**config.mk**
```make
export PLATFORM = sky130hd
export DESIGN_NAME = tcs_supervisor
export DESIGN_NICKNAME = d
export VERILOG_FILES = /design/src/include/tcs_pkg.sv /design/src/logic/tcs_channel.sv /design/src/logic/tcs_supervisor.sv /design/src/logic/tcs_sync.sv
export SDC_FILE = /design/constraint.sdc
export NUM_CORES = 1
export LEC_CHECK = 0
export CORE_MARGIN = 2
export CORE_UTILIZATION = 45
export DETAILED_ROUTE_END_ITERATION = 12
export DONT_BUFFER_PORTS = 1
export SLEW_MARGIN = 40
export SYNTH_ARGS = -nofsm -noshare
export SYNTH_HDL_FRONTEND = slang
export SYNTH_SLANG_ARGS = --single-unit
```
**constraint.sdc**
```tcl
create_clock -name sys_clk_in -period 3.5 [get_ports sys_clk_in]
set_input_delay 0.7 -clock sys_clk_in [delete_from_list [all_inputs] [get_ports sys_clk_in]]
set_output_delay 0.7 -clock sys_clk_in [all_outputs]
set_load 0.01 [all_outputs]
```
**src/include/tcs_pkg.sv**
```systemverilog
// Shared constants, field layouts and types of the trip circuit supervisor
package tcs_pkg;

  // ==========================================================================
  // Timing
  // ==========================================================================
  localparam int unsigned CLK_FREQ_HZ        = 100_000_000;
  localparam int unsigned SAMPLE_TIME_MS     = 500;
  localparam int unsigned SAMPLE_CYCLES      = CLK_FREQ_HZ / 1000 * SAMPLE_TIME_MS;
  localparam int unsigned SAMPLES_PER_SECOND = 1000 / SAMPLE_TIME_MS;
  localparam int unsigned PRESCALE_W         = 26;
  localparam logic [5:0]  DUAL_SAMPLES       = 6'h03;
  localparam logic [4:0]  DELAY_MIN_S        = 5'h01;
  localparam logic [4:0]  DELAY_MAX_S        = 5'h1E;
  localparam logic [4:0]  DELAY_RESET_S      = 5'h02;
  localparam int unsigned NUM_CIRCUITS       = 3;

  // ==========================================================================
  // Register map (byte addresses)
  // ==========================================================================
  localparam logic [3:0]  ADDR_CTRL          = 4'h0;
  localparam logic [3:0]  ADDR_DELAY         = 4'h4;
  localparam logic [3:0]  ADDR_ROUTE         = 4'h8;
  localparam logic [3:0]  ADDR_STATUS        = 4'hC;

  // Control word fields and reset values
  localparam int unsigned CTRL_ENABLE_BIT    = 0;
  localparam int unsigned CTRL_DUAL_BIT      = 1;
  localparam int unsigned CTRL_COUNT_LSB     = 2;
  localparam logic        CTRL_ENABLE_RESET  = 1'b0;
  localparam logic        CTRL_DUAL_RESET    = 1'b1;
  localparam logic [1:0]  CTRL_COUNT_RESET   = 2'h1;

  // Routing word fields
  localparam int unsigned ROUTE_CONTACT_LSB  = 0;
  localparam int unsigned ROUTE_BREAKER_LSB  = 4;
  localparam logic [2:0]  ROUTE_RESET        = 3'h0;

  // Status word fields
  localparam int unsigned STAT_FAIL_LSB      = 0;
  localparam int unsigned STAT_ROUTE_LSB     = 4;
  localparam int unsigned STAT_OFF_BIT       = 8;
  localparam int unsigned STAT_ANY_BIT       = 9;

  // ==========================================================================
  // Types
  // ==========================================================================
  typedef struct packed {
    logic       contact;
    logic       breaker;
  } tcs_sense_s;

  typedef enum logic [1:0] {
    TCS_CH_BLOCKED = 2'b00,
    TCS_CH_WATCH   = 2'b01,
    TCS_CH_FAILED  = 2'b10
  } tcs_ch_state_e;

endpackage

```
**src/logic/tcs_channel.sv**
```systemverilog
// Failure evaluator for one supervised trip circuit
`timescale 1ns/100ps
module tcs_channel (
  input  wire logic                clk_in,
  input  wire logic                rst_n_in,
  input  wire logic                ce_in,
  input  wire logic                sample_tick_in,
  input  wire logic                active_in,
  input  wire logic                suspend_in,
  input  wire logic                dual_mode_in,
  input  wire logic [4:0]          delay_s_in,
  input  wire tcs_pkg::tcs_sense_s sense_in,
  output logic                     fail_out
);

  tcs_pkg::tcs_ch_state_e state;
  logic [5:0]             count;
  logic                   abnormal;
  logic                   disagree;
  logic [5:0]             target;

  // ==========================================================================
  // Sample classification
  // ==========================================================================
  // Dual: only both-low is abnormal; single: a low contact input is abnormal
  assign abnormal = dual_mode_in ? (!sense_in.contact && !sense_in.breaker)
                                 : !sense_in.contact;
  assign disagree = abnormal != (state == tcs_pkg::TCS_CH_FAILED);
  // Single mode counts half-second ticks; one extra tick makes it strictly longer
  assign target   = dual_mode_in ? tcs_pkg::DUAL_SAMPLES
                                 : 6'({delay_s_in, 1'b0} + 6'h01);

  // ==========================================================================
  // Consecutive sample counter
  // ==========================================================================
  // Single mode restarts on any agreeing cycle, so the low must be continuous
  always_ff @(posedge clk_in or negedge rst_n_in) begin
    if (!rst_n_in) begin
      count <= 6'h00;
    end else if (ce_in) begin
      if (!active_in || suspend_in || state == tcs_pkg::TCS_CH_BLOCKED) begin
        count <= 6'h00;
      end else if (!dual_mode_in && !disagree) begin
        count <= 6'h00;
      end else if (sample_tick_in) begin
        if (!disagree || count + 6'h01 >= target) begin
          count <= 6'h00;
        end else begin
          count <= count + 6'h01;
        end
      end
    end
  end

  // ==========================================================================
  // Alarm state
  // ==========================================================================
  // Raise and clear use the same count, so the clear delay matches the raise
  always_ff @(posedge clk_in or negedge rst_n_in) begin
    if (!rst_n_in) begin
      state <= tcs_pkg::TCS_CH_BLOCKED;
    end else if (ce_in) begin
      if (!active_in) begin
        state <= tcs_pkg::TCS_CH_BLOCKED;
      end else begin
        case (state)
          tcs_pkg::TCS_CH_BLOCKED: begin
            state <= tcs_pkg::TCS_CH_WATCH;
          end
          tcs_pkg::TCS_CH_WATCH: begin
            if (!suspend_in && sample_tick_in && disagree && count + 6'h01 >= target) begin
              state <= tcs_pkg::TCS_CH_FAILED;
            end
          end
          tcs_pkg::TCS_CH_FAILED: begin
            if (!suspend_in && sample_tick_in && disagree && count + 6'h01 >= target) begin
              state <= tcs_pkg::TCS_CH_WATCH;
            end
          end
          default: begin
            state <= tcs_pkg::TCS_CH_BLOCKED;
          end
        endcase
      end
    end
  end

  assign fail_out = (state == tcs_pkg::TCS_CH_FAILED);

endmodule

```
**src/logic/tcs_supervisor.sv**
```systemverilog
// Trip circuit supervisor top: reset, prescaler, register slave and channels
//
// Overview of operation
// - Each circuit runs single-input or dual-input supervision as configured.
// - Inputs not routed to suit the mode raise that circuit's routing fault.
// - A circuit with a routing fault is blocked and evaluates no failures.
// - Up to three independent circuits, one per pole, each with own inputs.
// - Each circuit takes a contact sense input and, in dual mode, a breaker one.
// - Dual normal states: high/low, high/high and low/high.
// - Dual abnormal state is both inputs low; the only failure criterion.
// - Dual inputs are sampled about every half second.
// - Failure asserts after three consecutive abnormal samples; normal restarts.
// - Dual failure clears by itself after three consecutive normal samples.
// - Dual alarm latency is fixed near one to one and a half seconds, not the delay.
// - Single mode: high is normal, low only while trip contact briefly closes.
// - Single mode fails when input stays low longer than the alarm delay.
// - Single alarm delay is one to thirty seconds, default two.
// - Single failure clears by itself after the same configured delay.
// - Evaluation is suspended while a power-system fault is handled.
// - Enable defaults off; off shows an indication and gives no alarms.
// - Inputs per circuit is one or two, default two, and selects the mode.
// - Circuit count is configured; zero removes supervision entirely.
// - One failure output is asserted when any circuit has failed.
`timescale 1ns/100ps
module tcs_supervisor #(
  parameter int unsigned SAMPLE_CYCLES_P = tcs_pkg::SAMPLE_CYCLES
) (
  input  wire logic        sys_clk_in,
  input  wire logic        rst_n_in,
  input  wire logic        clk_en_in,
  input  wire logic [3:0]  avs_address_in,
  input  wire logic        avs_read_in,
  input  wire logic        avs_write_in,
  input  wire logic [31:0] avs_writedata_in,
  input  wire logic [3:0]  avs_byteenable_in,
  output logic      [31:0] avs_readdata_out,
  output logic             avs_waitrequest_out,
  input  wire logic        circuit1_contact_sense_in,
  input  wire logic        circuit1_breaker_sense_in,
  input  wire logic        circuit2_contact_sense_in,
  input  wire logic        circuit2_breaker_sense_in,
  input  wire logic        circuit3_contact_sense_in,
  input  wire logic        circuit3_breaker_sense_in,
  input  wire logic        system_fault_active_in,
  output logic             circuit1_routing_fault_out,
  output logic             circuit2_routing_fault_out,
  output logic             circuit3_routing_fault_out,
  output logic             supervision_off_indication_out,
  output logic             trip_circuit_fail_out
);

  localparam int unsigned NC = tcs_pkg::NUM_CIRCUITS;

  // Reset synchroniser
  logic                                rst_meta_n;
  logic                                rst_sync_n;

  // Prescaler
  logic [tcs_pkg::PRESCALE_W-1:0]      prescale;
  logic                                sample_tick;

  // Registers
  logic                                supervision_enable;
  logic                                dual_mode;
  logic [1:0]                          circuit_count;
  logic [4:0]                          alarm_delay_s;
  logic [NC-1:0]                       contact_routed;
  logic [NC-1:0]                       breaker_routed;

  // Bus handshake
  logic                                bus_ack;
  logic                                bus_req;
  logic                                wr_accept;
  logic [31:0]                         next_readdata;

  // Sense path and channel results
  logic [2*NC-1:0]                     sense_raw;
  logic [2*NC-1:0]                     sense_sync;
  logic [NC-1:0]                       circuit_present;
  logic [NC-1:0]                       routing_fault;
  logic [NC-1:0]                       channel_active;
  logic [NC-1:0]                       channel_fail;
  logic [NC-1:0]                       routing_fault_q;

  // ==========================================================================
  // Helper functions
  // ==========================================================================
  // Keeps a written delay inside its legal range instead of refusing it
  function automatic logic [4:0] clamp_delay(input logic [4:0] value);
    logic [4:0] result;
    result = value;
    if (value < tcs_pkg::DELAY_MIN_S) begin
      result = tcs_pkg::DELAY_MIN_S;
    end else if (value > tcs_pkg::DELAY_MAX_S) begin
      result = tcs_pkg::DELAY_MAX_S;
    end
    return result;
  endfunction

  // Routing check: the contact input is always needed, the breaker input
  // must be routed exactly when two inputs per circuit are selected
  function automatic logic route_mismatch(input logic present, input logic dual,
                                          input logic has_contact, input logic has_breaker);
    return present && (!has_contact || (dual != has_breaker));
  endfunction

  // ==========================================================================
  // Reset release
  // ==========================================================================
  // Assertion is immediate, release passes two flops to avoid metastable exits
  always_ff @(posedge sys_clk_in or negedge rst_n_in) begin
    if (!rst_n_in) begin
      rst_meta_n <= 1'b0;
      rst_sync_n <= 1'b0;
    end else if (clk_en_in) begin
      rst_meta_n <= 1'b1;
      rst_sync_n <= rst_meta_n;
    end
  end

  // ==========================================================================
  // Sample prescaler
  // ==========================================================================
  // Free-running so all circuits share one sampling phase
  always_ff @(posedge sys_clk_in or negedge rst_sync_n) begin
    if (!rst_sync_n) begin
      prescale <= '0;
    end else if (clk_en_in) begin
      if (prescale == tcs_pkg::PRESCALE_W'(SAMPLE_CYCLES_P - 1)) begin
        prescale <= '0;
      end else begin
        prescale <= prescale + tcs_pkg::PRESCALE_W'(1);
      end
    end
  end

  // One-cycle tick every half second
  assign sample_tick = clk_en_in && (prescale == tcs_pkg::PRESCALE_W'(SAMPLE_CYCLES_P - 1));

  // ==========================================================================
  // Avalon-MM slave handshake
  // ==========================================================================
  // One wait state per access: the answer is given in the second cycle
  assign bus_req             = avs_read_in || avs_write_in;
  assign avs_waitrequest_out = bus_req && !bus_ack;
  assign wr_accept           = clk_en_in && avs_write_in && bus_ack && avs_byteenable_in[0];

  always_ff @(posedge sys_clk_in or negedge rst_sync_n) begin
    if (!rst_sync_n) begin
      bus_ack <= 1'b0;
    end else if (clk_en_in) begin
      bus_ack <= bus_req && !bus_ack;
    end
  end

  // ==========================================================================
  // Control register
  // ==========================================================================
  // All fields sit in byte lane 0; other lanes are ignored
  always_ff @(posedge sys_clk_in or negedge rst_sync_n) begin
    if (!rst_sync_n) begin
      supervision_enable <= tcs_pkg::CTRL_ENABLE_RESET;
      dual_mode          <= tcs_pkg::CTRL_DUAL_RESET;
      circuit_count      <= tcs_pkg::CTRL_COUNT_RESET;
    end else if (wr_accept && avs_address_in == tcs_pkg::ADDR_CTRL) begin
      supervision_enable <= avs_writedata_in[tcs_pkg::CTRL_ENABLE_BIT];
      dual_mode          <= avs_writedata_in[tcs_pkg::CTRL_DUAL_BIT];
      circuit_count      <= avs_writedata_in[tcs_pkg::CTRL_COUNT_LSB +: 2];
    end
  end

  // ==========================================================================
  // Alarm delay register
  // ==========================================================================
  always_ff @(posedge sys_clk_in or negedge rst_sync_n) begin
    if (!rst_sync_n) begin
      alarm_delay_s <= tcs_pkg::DELAY_RESET_S;
    end else if (wr_accept && avs_address_in == tcs_pkg::ADDR_DELAY) begin
      alarm_delay_s <= clamp_delay(avs_writedata_in[4:0]);
    end
  end

  // ==========================================================================
  // Input routing register
  // ==========================================================================
  // Software declares which sense pins are actually wired for each circuit
  always_ff @(posedge sys_clk_in or negedge rst_sync_n) begin
    if (!rst_sync_n) begin
      contact_routed <= tcs_pkg::ROUTE_RESET;
      breaker_routed <= tcs_pkg::ROUTE_RESET;
    end else if (wr_accept && avs_address_in == tcs_pkg::ADDR_ROUTE) begin
      contact_routed <= avs_writedata_in[tcs_pkg::ROUTE_CONTACT_LSB +: NC];
      breaker_routed <= avs_writedata_in[tcs_pkg::ROUTE_BREAKER_LSB +: NC];
    end
  end

  // ==========================================================================
  // Read data
  // ==========================================================================
  // Unmapped addresses read as zero; undefined bits read as zero
  always_comb begin
    next_readdata = 32'h0000_0000;
    case (avs_address_in)
      tcs_pkg::ADDR_CTRL: begin
        next_readdata[tcs_pkg::CTRL_ENABLE_BIT]      = supervision_enable;
        next_readdata[tcs_pkg::CTRL_DUAL_BIT]        = dual_mode;
        next_readdata[tcs_pkg::CTRL_COUNT_LSB +: 2]  = circuit_count;
      end
      tcs_pkg::ADDR_DELAY: begin
        next_readdata[4:0]                           = alarm_delay_s;
      end
      tcs_pkg::ADDR_ROUTE: begin
        next_readdata[tcs_pkg::ROUTE_CONTACT_LSB +: NC] = contact_routed;
        next_readdata[tcs_pkg::ROUTE_BREAKER_LSB +: NC] = breaker_routed;
      end
      tcs_pkg::ADDR_STATUS: begin
        next_readdata[tcs_pkg::STAT_FAIL_LSB +: NC]  = channel_fail;
        next_readdata[tcs_pkg::STAT_ROUTE_LSB +: NC] = routing_fault_q;
        next_readdata[tcs_pkg::STAT_OFF_BIT]         = supervision_off_indication_out;
        next_readdata[tcs_pkg::STAT_ANY_BIT]         = trip_circuit_fail_out;
      end
      default: begin
        next_readdata = 32'h0000_0000;
      end
    endcase
  end

  // Captured on the first cycle so it stands when waitrequest drops
  always_ff @(posedge sys_clk_in or negedge rst_sync_n) begin
    if (!rst_sync_n) begin
      avs_readdata_out <= 32'h0000_0000;
    end else if (clk_en_in && avs_read_in && !bus_ack) begin
      avs_readdata_out <= next_readdata;
    end
  end

  // ==========================================================================
  // Sense input synchronisation
  // ==========================================================================
  assign sense_raw = {circuit3_contact_sense_in, circuit3_breaker_sense_in,
                      circuit2_contact_sense_in, circuit2_breaker_sense_in,
                      circuit1_contact_sense_in, circuit1_breaker_sense_in};

  tcs_sync #(
    .WIDTH    (2 * NC)
  ) u_sense_sync (
    .clk_in   (sys_clk_in),
    .rst_n_in (rst_sync_n),
    .ce_in    (clk_en_in),
    .async_in (sense_raw),
    .sync_out (sense_sync)
  );

  // ==========================================================================
  // Per-pole supervision channels
  // ==========================================================================
  // A circuit exists only below the configured count; zero disables all
  generate
    for (genvar i = 0; i < NC; i++) begin : g_circuit
      tcs_pkg::tcs_sense_s sense;

      assign circuit_present[i] = (circuit_count > 2'(i));
      assign routing_fault[i]   = route_mismatch(circuit_present[i], dual_mode,
                                                 contact_routed[i], breaker_routed[i]);
      assign channel_active[i]  = circuit_present[i] && supervision_enable
                                  && !routing_fault[i];
      assign sense.contact      = sense_sync[2*i+1];
      assign sense.breaker      = sense_sync[2*i];

      tcs_channel u_channel (
        .clk_in         (sys_clk_in),
        .rst_n_in       (rst_sync_n),
        .ce_in          (clk_en_in),
        .sample_tick_in (sample_tick),
        .active_in      (channel_active[i]),
        .suspend_in     (system_fault_active_in),
        .dual_mode_in   (dual_mode),
        .delay_s_in     (alarm_delay_s),
        .sense_in       (sense),
        .fail_out       (channel_fail[i])
      );
    end
  endgenerate

  // ==========================================================================
  // Indication outputs
  // ==========================================================================
  // Registered so the outputs never glitch while configuration changes
  always_ff @(posedge sys_clk_in or negedge rst_sync_n) begin
    if (!rst_sync_n) begin
      routing_fault_q                <= '0;
      supervision_off_indication_out <= 1'b0;
      trip_circuit_fail_out          <= 1'b0;
    end else if (clk_en_in) begin
      routing_fault_q                <= routing_fault;
      supervision_off_indication_out <= !supervision_enable;
      trip_circuit_fail_out          <= |channel_fail;
    end
  end

  assign circuit1_routing_fault_out = routing_fault_q[0];
  assign circuit2_routing_fault_out = routing_fault_q[1];
  assign circuit3_routing_fault_out = routing_fault_q[2];

endmodule

```
**src/logic/tcs_sync.sv**
```systemverilog
// Two-flop synchroniser for a group of asynchronous sense pins
`timescale 1ns/100ps
module tcs_sync #(
  parameter int unsigned WIDTH = 6
) (
  input  wire logic             clk_in,
  input  wire logic             rst_n_in,
  input  wire logic             ce_in,
  input  wire logic [WIDTH-1:0] async_in,
  output logic      [WIDTH-1:0] sync_out
);

  logic [WIDTH-1:0] meta;

  // ==========================================================================
  // Synchroniser chain
  // ==========================================================================
  // First stage is read only by the second stage
  always_ff @(posedge clk_in or negedge rst_n_in) begin
    if (!rst_n_in) begin
      meta     <= '0;
      sync_out <= '0;
    end else if (ce_in) begin
      meta     <= async_in;
      sync_out <= meta;
    end
  end

endmodule

```
After elaboration in Yosys (flattened, before gate mapping)
Index checks and enable logic that the tools add are counted.
{"block": "word_totals", "latchBits": 0, "output_inout_bits": 38, "n_memories": 0, "ram_bits": 0, "inputBits": 52, "regBits": 94, "romBits": 0, "elab_cells": 174}
{"block": "classes", "eq_ne": 22, "mul": 0, "n_reduce_logical": 81, "bitwise_logic": 0, "order_cmp": 8, "shift": 0, "div": 0, "n_addsub": 5, "mux": 36}
{"cell": "$mux W6", "count": 13}
{"cell": "$logic_and A1 B1 Y1", "count": 32}
{"cell": "$add A26 B1 Y26 const B", "count": 1}
{"cell": "$eq A26 B26 Y1 const B", "count": 1}
{"cell": "$mux W26", "count": 1}
{"cell": "$add A6 B1 Y6 const B", "count": 4}
{"cell": "$logic_not A1 Y1", "count": 22}
{"cell": "$mux W2", "count": 10}
{"cell": "$ge A6 B6 Y1", "count": 3}
{"cell": "$ne A3 B3 Y1 const B", "count": 6}
{"cell": "$pmux W2 S3", "count": 3}
{"cell": "$logic_or A1 B1 Y1", "count": 13}
{"cell": "$pmux W3 S4", "count": 1}
{"cell": "$mux W5", "count": 2}
{"cell": "$reduce_and A3 Y1", "count": 3}
{"cell": "$reduce_bool A3 Y1", "count": 3}
{"cell": "$eq A4 B4 Y1 const B", "count": 2}
{"cell": "$eq A2 B1 Y1 const B", "count": 3}
{"cell": "$eq A2 B2 Y1 const B", "count": 3}
{"cell": "$logic_not A2 Y1", "count": 3}
{"cell": "$ne A1 B1 Y1", "count": 6}
{"cell": "$reduce_and A2 Y1", "count": 3}
{"cell": "$gt A5 B5 Y1 const B", "count": 1}
{"cell": "$lt A5 B1 Y1 const B", "count": 1}
{"cell": "other kinds (9)", "count": 12}

Depth between registers and ports, before layout
Gate-level depths: netlist (run 1).
{"block": "logic_depth", "ltp_word": 10, "mapped_depth": 9, "mapped_depth_nobuf": 9}

By module
From an unflattened synthesis (run 1), not the netlist that was laid out.
{"block": "unflattened", "cells_unflattened": 550, "hier_area_um2": 5542.8}
{"mod": "tcs_supervisor", "seq_area_each_um2": 1455.1, "instances": 1, "cells_each": 297, "area_each_um2": 3009.1}
{"mod": "tcs_channel", "seq_area_each_um2": 200.2, "instances": 3, "cells_each": 76, "area_each_um2": 683.2}
{"mod": "tcs_sync", "seq_area_each_um2": 300.3, "instances": 1, "cells_each": 25, "area_each_um2": 484.2}

Least setup slack after synthesis (run 1)
OpenSTA, ideal clock, no wires.
{"block": "synth_timing", "kind": "reg-to-reg", "startpoint": "register rst_sync_n (netlist name)", "endpoint": "register rst_sync_n", "path_buffers": 0, "synth_period_minus_slack_ns": 2.783, "path_stages_with_launch": 2, "required_ns": 3.420, "t_arrival_ns": 2.703, "setup_time_ns": 0.080, "path_slack_ns": 0.717, "path_cell_list": "dfrtp_1 -> mux2_2"}
{"item": "end signal: assignment", "line": "tcs_supervisor.sv:117", "source": "rst_sync_n <= rst_meta_n;"}
{"item": "end: declaration", "line": "tcs_supervisor.sv:56", "source": "logic rst_sync_n;"}

Worst setup path in the final report (run 1)
{"block": "layout_timing", "startpoint": "register g_circuit[2].u_channel.count[2]", "endpoint": "register g_circuit[2].u_channel.count[3]"}
{"block": "layout_between", "elab_chain_cells": 7}
{"item": "start: declaration", "line": "tcs_channel.sv:17", "source": "logic [5:0] count;"}
{"item": "start signal: assignment", "line": "tcs_channel.sv:49", "source": "count <= count + 6'h01;"}
{"item": "$add A6 B1 Y6 *", "line": "tcs_channel.sv:46, tcs_channel.sv:49"}
{"item": "$ge A6 B6 Y1", "line": "tcs_channel.sv:46", "source": "if (!disagree || count + 6'h01 >= target) begin"}
{"item": "$logic_or A1 B1 Y1", "line": "tcs_channel.sv:46"}
{"item": "$mux W6 *", "line": "tcs_channel.sv:46"}
{"item": "$mux W6 *", "line": "tcs_channel.sv:45", "source": "end else if (sample_tick_in) begin"}
{"item": "$mux W6 *", "line": "tcs_channel.sv:43", "source": "end else if (!dual_mode_in && !disagree) begin"}
{"item": "$mux W6 *", "line": "tcs_channel.sv:41", "source": "if (!active_in || suspend_in || state == tcs_pkg::TCS_CH_BLOCKED) begin"}
Mark *: on every way between the ends. The rest lies on a longest branch, timed or not. The select of a mux whose other input is x is not followed.
A chain may end at the register's enable or synchronous reset.

==> impl_metrics.toml, run 1 <==
[detailed_routing]
m1WireLength_um = 5260
top_layer = "met4"
drt-total-wl_um = 11400
drt-pass1-iter-count = 4
viasPerCell = 5.68
via_count = 3854
met2_length_um = 5510
antenna_left = 0
drtIter0Drc = 208
drc_errors = 0
wl_met3_um = 484
avgRoutedWirePerCell_um = 16.7

[timing]
setup_viol = 0
max_slew.worst_pin.slew_ns = 0.712
period_share_pct = 78.2
hold_viol = 0
skew_ns = 0.0104
post-route-min-period_ns = 2.74
rsz0062_at_grt = "false"
setup_slack_ns = 0.762
fin_setup_tns_ns = 0
fmax_ghz = 0.365
maxSlewViolCount = 0
max_slew_margin_pct = 52.5

[worst_setup_path]
worstPathArrival_ns = 3.03
required_ns = 3.80
path_class = "flop to flop"
reg2reg_slack_ns = 0.76
crit_slowest_cell = "nor4_1"
reg2regPathDepth = 9
timing.rr.start = "g_circuit[2].u_channel.count[2]"
path_max_fanout = 5
path_depth = 9
worst_setup_path_end_kind = "flop"
path_delay_family = "simple AND/OR/NAND/NOR gates"
cp_cell_sequence = "nand3_1 > or2_2 > xnor2_1 > ha_1 > a21oi_1 > o21ai_0 > nor4_1 > and4_1 > a21o_1"
cp.buffers_inverters = 0
r2r_end = "g_circuit[2].u_channel.count[3]"
startpoint_type = "flop"
critical-path-max-stage-delay_ns = 0.62

[die]
die_w_um = 113
die_h_um = 113
core_area_mm2 = 0.0115
boundaryPins = 90
initial_core_util_pct = 46.3
die_area_mm2 = 0.0127
num_rows = 39

[synthesis]
synth_top_family_by_area = "simple AND/OR/NAND/NOR gates"
netlist-cell-type-count = 63
synth-compound-area-share_pct = 10.2
ys_seq_elements = 94
async_flop_share_pct = 100
synthMuxAreaShare_pct = 7.71
synth_ff_type = "dfrtp_1"
synth.yosys.seq_area_share_pct = 44.4
synth_edf_count = 0
netlist_instances = 530
synth_area_per_cell_um2 = 10.0
synth-xor-area-share_pct = 7.10
yosys_warnings = 0
synthSimpleGateAreaFrac_pct = 21.5
synth_area_mm2 = 0.00530
synthAdderAreaFrac_pct = 3.77

[power]
leakagePower_uw = 0.00250
ir_drop_mv = 0.437
p_per_area_mw_per_mm2 = 446

[clock_tree]
htree_num_levels = 3
cts_tree = "done"
clk_pin_slew_ns = 0.07
cts_resized = 0
post_cts_buffers = 0
cts_max_path_buffers = 2
cts.sinks = 94
cts-root-buf = "clkbuf_16"
hold_buffers = 0
numCtsBuffers = 9
clk_latency_ns = 0.35

[hold_path]
worstHoldPathType = "primary input to asynchronous set/reset pin"

[finish]
multi_input_area_mm2 = 0.00276
stdcell_area_mm2 = 0.00571
fin_cells = 679
fill_cells = 1084
drive_gt1_share_pct = 11.9
fin_nets = 599
seqCellArea_mm2 = 0.00236
antenna_cells = 0
area_growth_pct = 7.60
utilization_pct = 49.8

[global_route]
grt_pass1_wl_um = 19500
antenna_found_initial = 0
grt_max_degree = 63
track_usage_pct = 19.2
grt_pass1_vias = 3839
globalRouteOverflowTotal = 0

[run_status]
status = "complete, no violations"

[placed_design]
dp.cells = 662
dpl.hpwl_um = 8220
placed_cell_area_mm2 = 0.00537
portBuffers = 0
place_ws_ns = 0.729
gp_congestion = 0.829

[run]
maxCapViolCount = 0
## sequential cells by signal, summed over array words and instances (netlist names), 3 cells and up
name / flops
contact_routed: 3
routing_fault_q: 3
g_circuit.u_channel.count: 18
g_circuit.u_channel.state: 6
avs_readdata_out: 9
u_sense_sync.meta: 6
breaker_routed: 3
prescale: 26
alarm_delay_s: 5
u_sense_sync.sync_out: 6
## power by group
group | leakage, uW | internal, uW | switching, uW
clock network | 0.000146 | 628 | 421
registers | 0.00123 | 1170 | 103
logic | 0.00112 | 106 | 113
total | 0.00250 | 1910 | 636
## area by class of cell
type	count	share of cell area, %
sequential	94	41.4
timing repair buffer	7	1.14
clock inverter	5	1.47
inverter	7	0.460
clock buffer	11	4.08
tap	143	3.14
multi-input combinational	412	48.4
## metrics by stage
stage	hold WS (ns)	power [uW]
2_1_floorplan	0.404	1480
3_3_place_gp	0.404	1510
3_5_place_dp	0.404	1520
4_1_cts	0.0269	2580
5_1_grt	0.0227	2660
6_report	0.0389	2540
## per-layer routing
layer	global-route usage [%]	vias up
met5	0	-
met4	6.18	0
met3	4.37	9
met2	31.0	64
met1	25.8	1902
li1	-	1879
## logic make-up after synthesis
| logic type | count (synthesis) |
|---|---|
| other cells | 1 |
| compound gates | 82 |
| fa+ha+maj | 16 |
| simple gates | 211 |
| mux | 37 |
| flops | 94 |
| buf+inv | 46 |
| xor+xnor | 43 |
## synth_stat cells, types with 2 or more instances
cell	n	area (um^2)
o2bb2ai_1	2	17.5
xor2_1	19	166
o211ai_1	8	60.1
a21o_1	5	37.5
and3_1	8	50.1
and4_1	5	43.8
nor3_1	10	50.1
nand3b_1	2	15.0
o41ai_1	2	17.5
buf_1	2	7.51
nand2_1	50	188
nand4_1	15	93.8
xnor2_1	24	210
mux2i_1	6	60.1
mux2_2	31	349
or3_1	13	81.3
dfstp_2	3	78.8
a32o_1	2	20.0
nor4b_1	2	17.5
or4_1	5	37.5
or2_2	2	12.5
nand4b_1	2	17.5
clkbuf_1	7	26.3
nor2b_1	11	68.8
o21bai_1	5	37.5
nand2b_1	3	18.8
o21ai_0	21	105
dfrtp_1	91	2280
buf_2	4	20.0
a22o_1	2	17.5
a221oi_1	3	26.3
ha_1	16	200
a21oi_1	18	90.1
a22oi_1	2	15.0
nor2_1	40	150
nor4_1	7	43.8
buf_4	24	180
inv_1	7	26.3
nand3_1	25	125
o31ai_1	3	22.5
## worst max path at each step
stage / to / slack, ns / from
2_1_floorplan: alarm_delay_s[0] / 0.68 / rst_sync_n
3_3_place_gp: g_circuit[2].u_channel.count[4] / 0.81 / dual_mode
3_5_place_dp: g_circuit[2].u_channel.count[3] / 0.73 / dual_mode
4_1_cts: g_circuit[2].u_channel.count[3] / 0.71 / dual_mode
5_1_grt: g_circuit[2].u_channel.count[2] / 0.48 / g_circuit[2].u_channel.count[2]
6_report: g_circuit[2].u_channel.count[3] / 0.76 / g_circuit[2].u_channel.count[2]
## placed cells by master (no fill, tap or decap), drive strengths merged, types with 18 or more instances in the layout
cell type / instances
dfrtp: 91
nand2: 50
nor2: 40
mux2: 31
nand3: 25
xnor2: 24
conb: 23
o21ai: 22
xor2: 19
a21oi: 18
Note: power is estimated with default switching activity, not from simulation.
==> run 2: changes to the inputs <==
- ABC_AREA: not set -> 1
- clock period: 3.5 -> 2.6 ns (I/O delays scaled with it)
==> run 2 against run 1 <==
Compared with the run above:
- combinational power increased by 120%
- critical endpoint is now g_circuit[1].u_channel.count[2]
- critical path depth up 5
- register-to-register slack worse by 0.51 ns
- maximum frequency rose by 17%
- via count grew 20%
- sequential share of layout area down 2.4 points
==> impl_metrics.toml, run 2 <==
[die]
initial_core_util_pct = 46.6
num_rows = 40
die_w_um = 116
die_h_um = 116
boundaryPins = 90
core_area_mm2 = 0.0121
die_area_mm2 = 0.0135

[timing]
setup_viol = 0
fin_setup_tns_ns = 0
period_share_pct = 90.3
hold_viol = 0
post-route-min-period_ns = 2.35
fin_hold_ws_ns = 0.261
fmax_ghz = 0.426
maxSlewViolCount = 0
skew_ns = 0.00759

[global_route]
grt_max_degree = 64
grt_pass1_vias = 4453
grt_pass1_wl_um = 20800
globalRouteOverflowTotal = 0
antenna_found_initial = 0
track_usage_pct = 19.6

[clock_tree]
clk_latency_ns = 0.35
htree_num_levels = 3
clk_pin_slew_ns = 0.07
numCtsBuffers = 9
cts_max_path_buffers = 2
cts.sinks = 94
cts_tree = "done"
cts-root-buf = "clkbuf_16"

[power]
switching_share_pct = 30.7
leakagePower_uw = 0.00309
combPwrFrac_pct = 13.7
seqPwrFrac_pct = 49.8
ir_drop_mv = 0.284
p_int_uw = 2390
p_clk_share_pct = 36.6
switching_power_uw = 1060
p_per_area_mw_per_mm2 = 571
fin_total_pwr_uw = 3450

[synthesis]
synthDominantCellAreaShare_pct = 40.3
synthAdderAreaFrac_pct = 3.54
synth.yosys.seq_area_share_pct = 41.7
netlist_top_cells_count = "nand2_1, inv_1, dfrtp_1"
synth-compound-area-share_pct = 7.97
synth_most_common_cell = "nand2_1"
synth_top_family_by_area = "simple AND/OR/NAND/NOR gates"
synthSimpleGateAreaFrac_pct = 31.1
yosys_warnings = 0
synth_area_leader_cell = "dfrtp_1"
netlist-cell-type-count = 49
yosys-top-cells-area = "dfrtp_1, nand2_1, inv_1"
synthMuxAreaShare_pct = 0
synth-xor-area-share_pct = 4.92
synth_area_per_cell_um2 = 7.49
synth_ff_type = "dfrtp_1"
async_flop_share_pct = 100
synth_area_mm2 = 0.00565
ys_seq_elements = 94
netlist_instances = 754
synth_edf_count = 0

[worst_setup_path]
startpoint = "g_circuit[1].u_channel.count[0]"
required_ns = 2.89
reg2regPathDepth = 14
worstPathArrival_ns = 2.63
startpoint_type = "flop"
reg2reg_slack_ns = 0.25
r2r_end = "g_circuit[1].u_channel.count[2]"
timing.rr.start = "g_circuit[1].u_channel.count[0]"
worst_setup_path_end_kind = "flop"
path_max_fanout = 6
path_class = "flop to flop"

[finish]
antenna_cells = 0
largest_reg_flops = 26
largestRegisters = "prescale (26), g_circuit.u_channel.count (18), avs_readdata_out (9)"
area_growth_pct = 7.11
final_common_cell = "nand2_1"
regMostFlops = "prescale"
most-common-layout-cells = "nand2_1, inv_1, dfrtp_1"
drive_gt1_share_pct = 7.87
stdcell_area_mm2 = 0.00605
fin_nets = 825
fill_cells = 1238

[run_status]
status = "complete, no violations"

[detailed_routing]
viasPerCell = 4.98
drt-total-wl_um = 12100
via_count = 4628
avgRoutedWirePerCell_um = 13.0
antenna_left = 0
wl_met3_um = 555
drtIter0Drc = 206
m1WireLength_um = 5770
drt-pass1-iter-count = 5
met2_length_um = 5650
top_layer = "met4"
drc_errors = 0

[placed_design]
placed_cell_area_mm2 = 0.00575
gp_congestion = 0.829
dpl.hpwl_um = 9060
portBuffers = 0

[run]
maxCapViolCount = 0

[hold_path]
worstHoldPathType = "flop to asynchronous set/reset pin"
-- run 2: cell types whose count changed in the layout (fill, tap and decap cells not counted), sizes merged, moves of 6 or more --
cell    change
nor2       +47
or3        -13
and4        -6
nand3      +29
nand2     +180
nor2b      -11
and3        -7
mux2       -31
xnor2      -18
mux2i       -6
o21ai      +25
o211ai      -7
inv        +91
-- run 2: power by group through the flow --
stage	Combinational (uW)	Sequential, uW	Clock (uW)
2_1_floorplan	393	1730	0
3_3_place_gp	458	1740	0
3_5_place_dp	468	1740	0
4_1_cts	472	1720	1290
5_1_grt	552	1740	1360
6_report	473	1720	1260
-- run 2: per-stage QoR --
| step | setup WS [ns] | util [%] | cells |
|---|---|---|---|
| after floorplan | 0.543 | - | 776 |
| after global placement | 0.306 | 47.4 | 913 |
| after detailed placement | 0.232 | 47.4 | 913 |
| after CTS | 0.208 | 49.8 | 930 |
| after global routing | -0.0324 | 50.0 | 930 |
| final | 0.253 | 50.0 | 930 |
-- run 2: layout make-up --
class	count	area, um^2	share of cell area (%)
clock inverters	7	55.1	0.910
repair buffers	5	52.6	0.868
clock buffers	9	225	3.72
inverters	96	363	6.00
well taps	168	210	3.47
multi-input cells	551	2790	46.0
flip-flops and latches	94	2360	39.0
-- run 2: critical path, cell delays in order, from the launching register on --
cell     delay [ns]
dfrtp_1        0.43
ha_1           0.25
nand3_1        0.14
xor2_2         0.19
inv_1          0.06
ha_1           0.27
nand2_1        0.10
inv_1          0.04
a21oi_1        0.13
nand2_1        0.07
nor2_2         0.13
nand4_2        0.21
nor2_1         0.15
nand2_1        0.06
nand2_1        0.05
-- run 2: timing repair --
action	CTS	global route
gates resized for setup	0	4
hold buffers	1	0
hold endpoints to repair	2	0
buffers inserted	0	0
setup endpoints to repair	0	8
-- run 2: per-layer routing --
| metal | up-vias | GRT usage [%] |
|---|---|---|
| met2 | 105 | 32.0 |
| met3 | 10 | 3.03 |
| met4 | 0 | 6.35 |
| li1 | 2351 | - |
| met1 | 2162 | 27.0 |
| met5 | - | 0 |
-- run 2: cell families after synthesis --
kind of cell	after synthesis
AO/OA/AOI/OAI	77
XOR/XNOR	30
adder cells (fa/ha/maj)	16
buffers and inverters	131
flip-flops	94
other	1
AND/OR/NAND/NOR	405
-- run 2: worst max-delay path by stage --
stage / end / cells after the start
floorplan: g_circuit[1].u_channel.state[0] / 16
global placement: g_circuit[0].u_channel.count[1] / 14
detailed placement: g_circuit[0].u_channel.count[3] / 14
CTS: g_circuit[0].u_channel.count[3] / 14
global route: g_circuit[1].u_channel.state[1] / 16
finish: g_circuit[1].u_channel.count[2] / 14
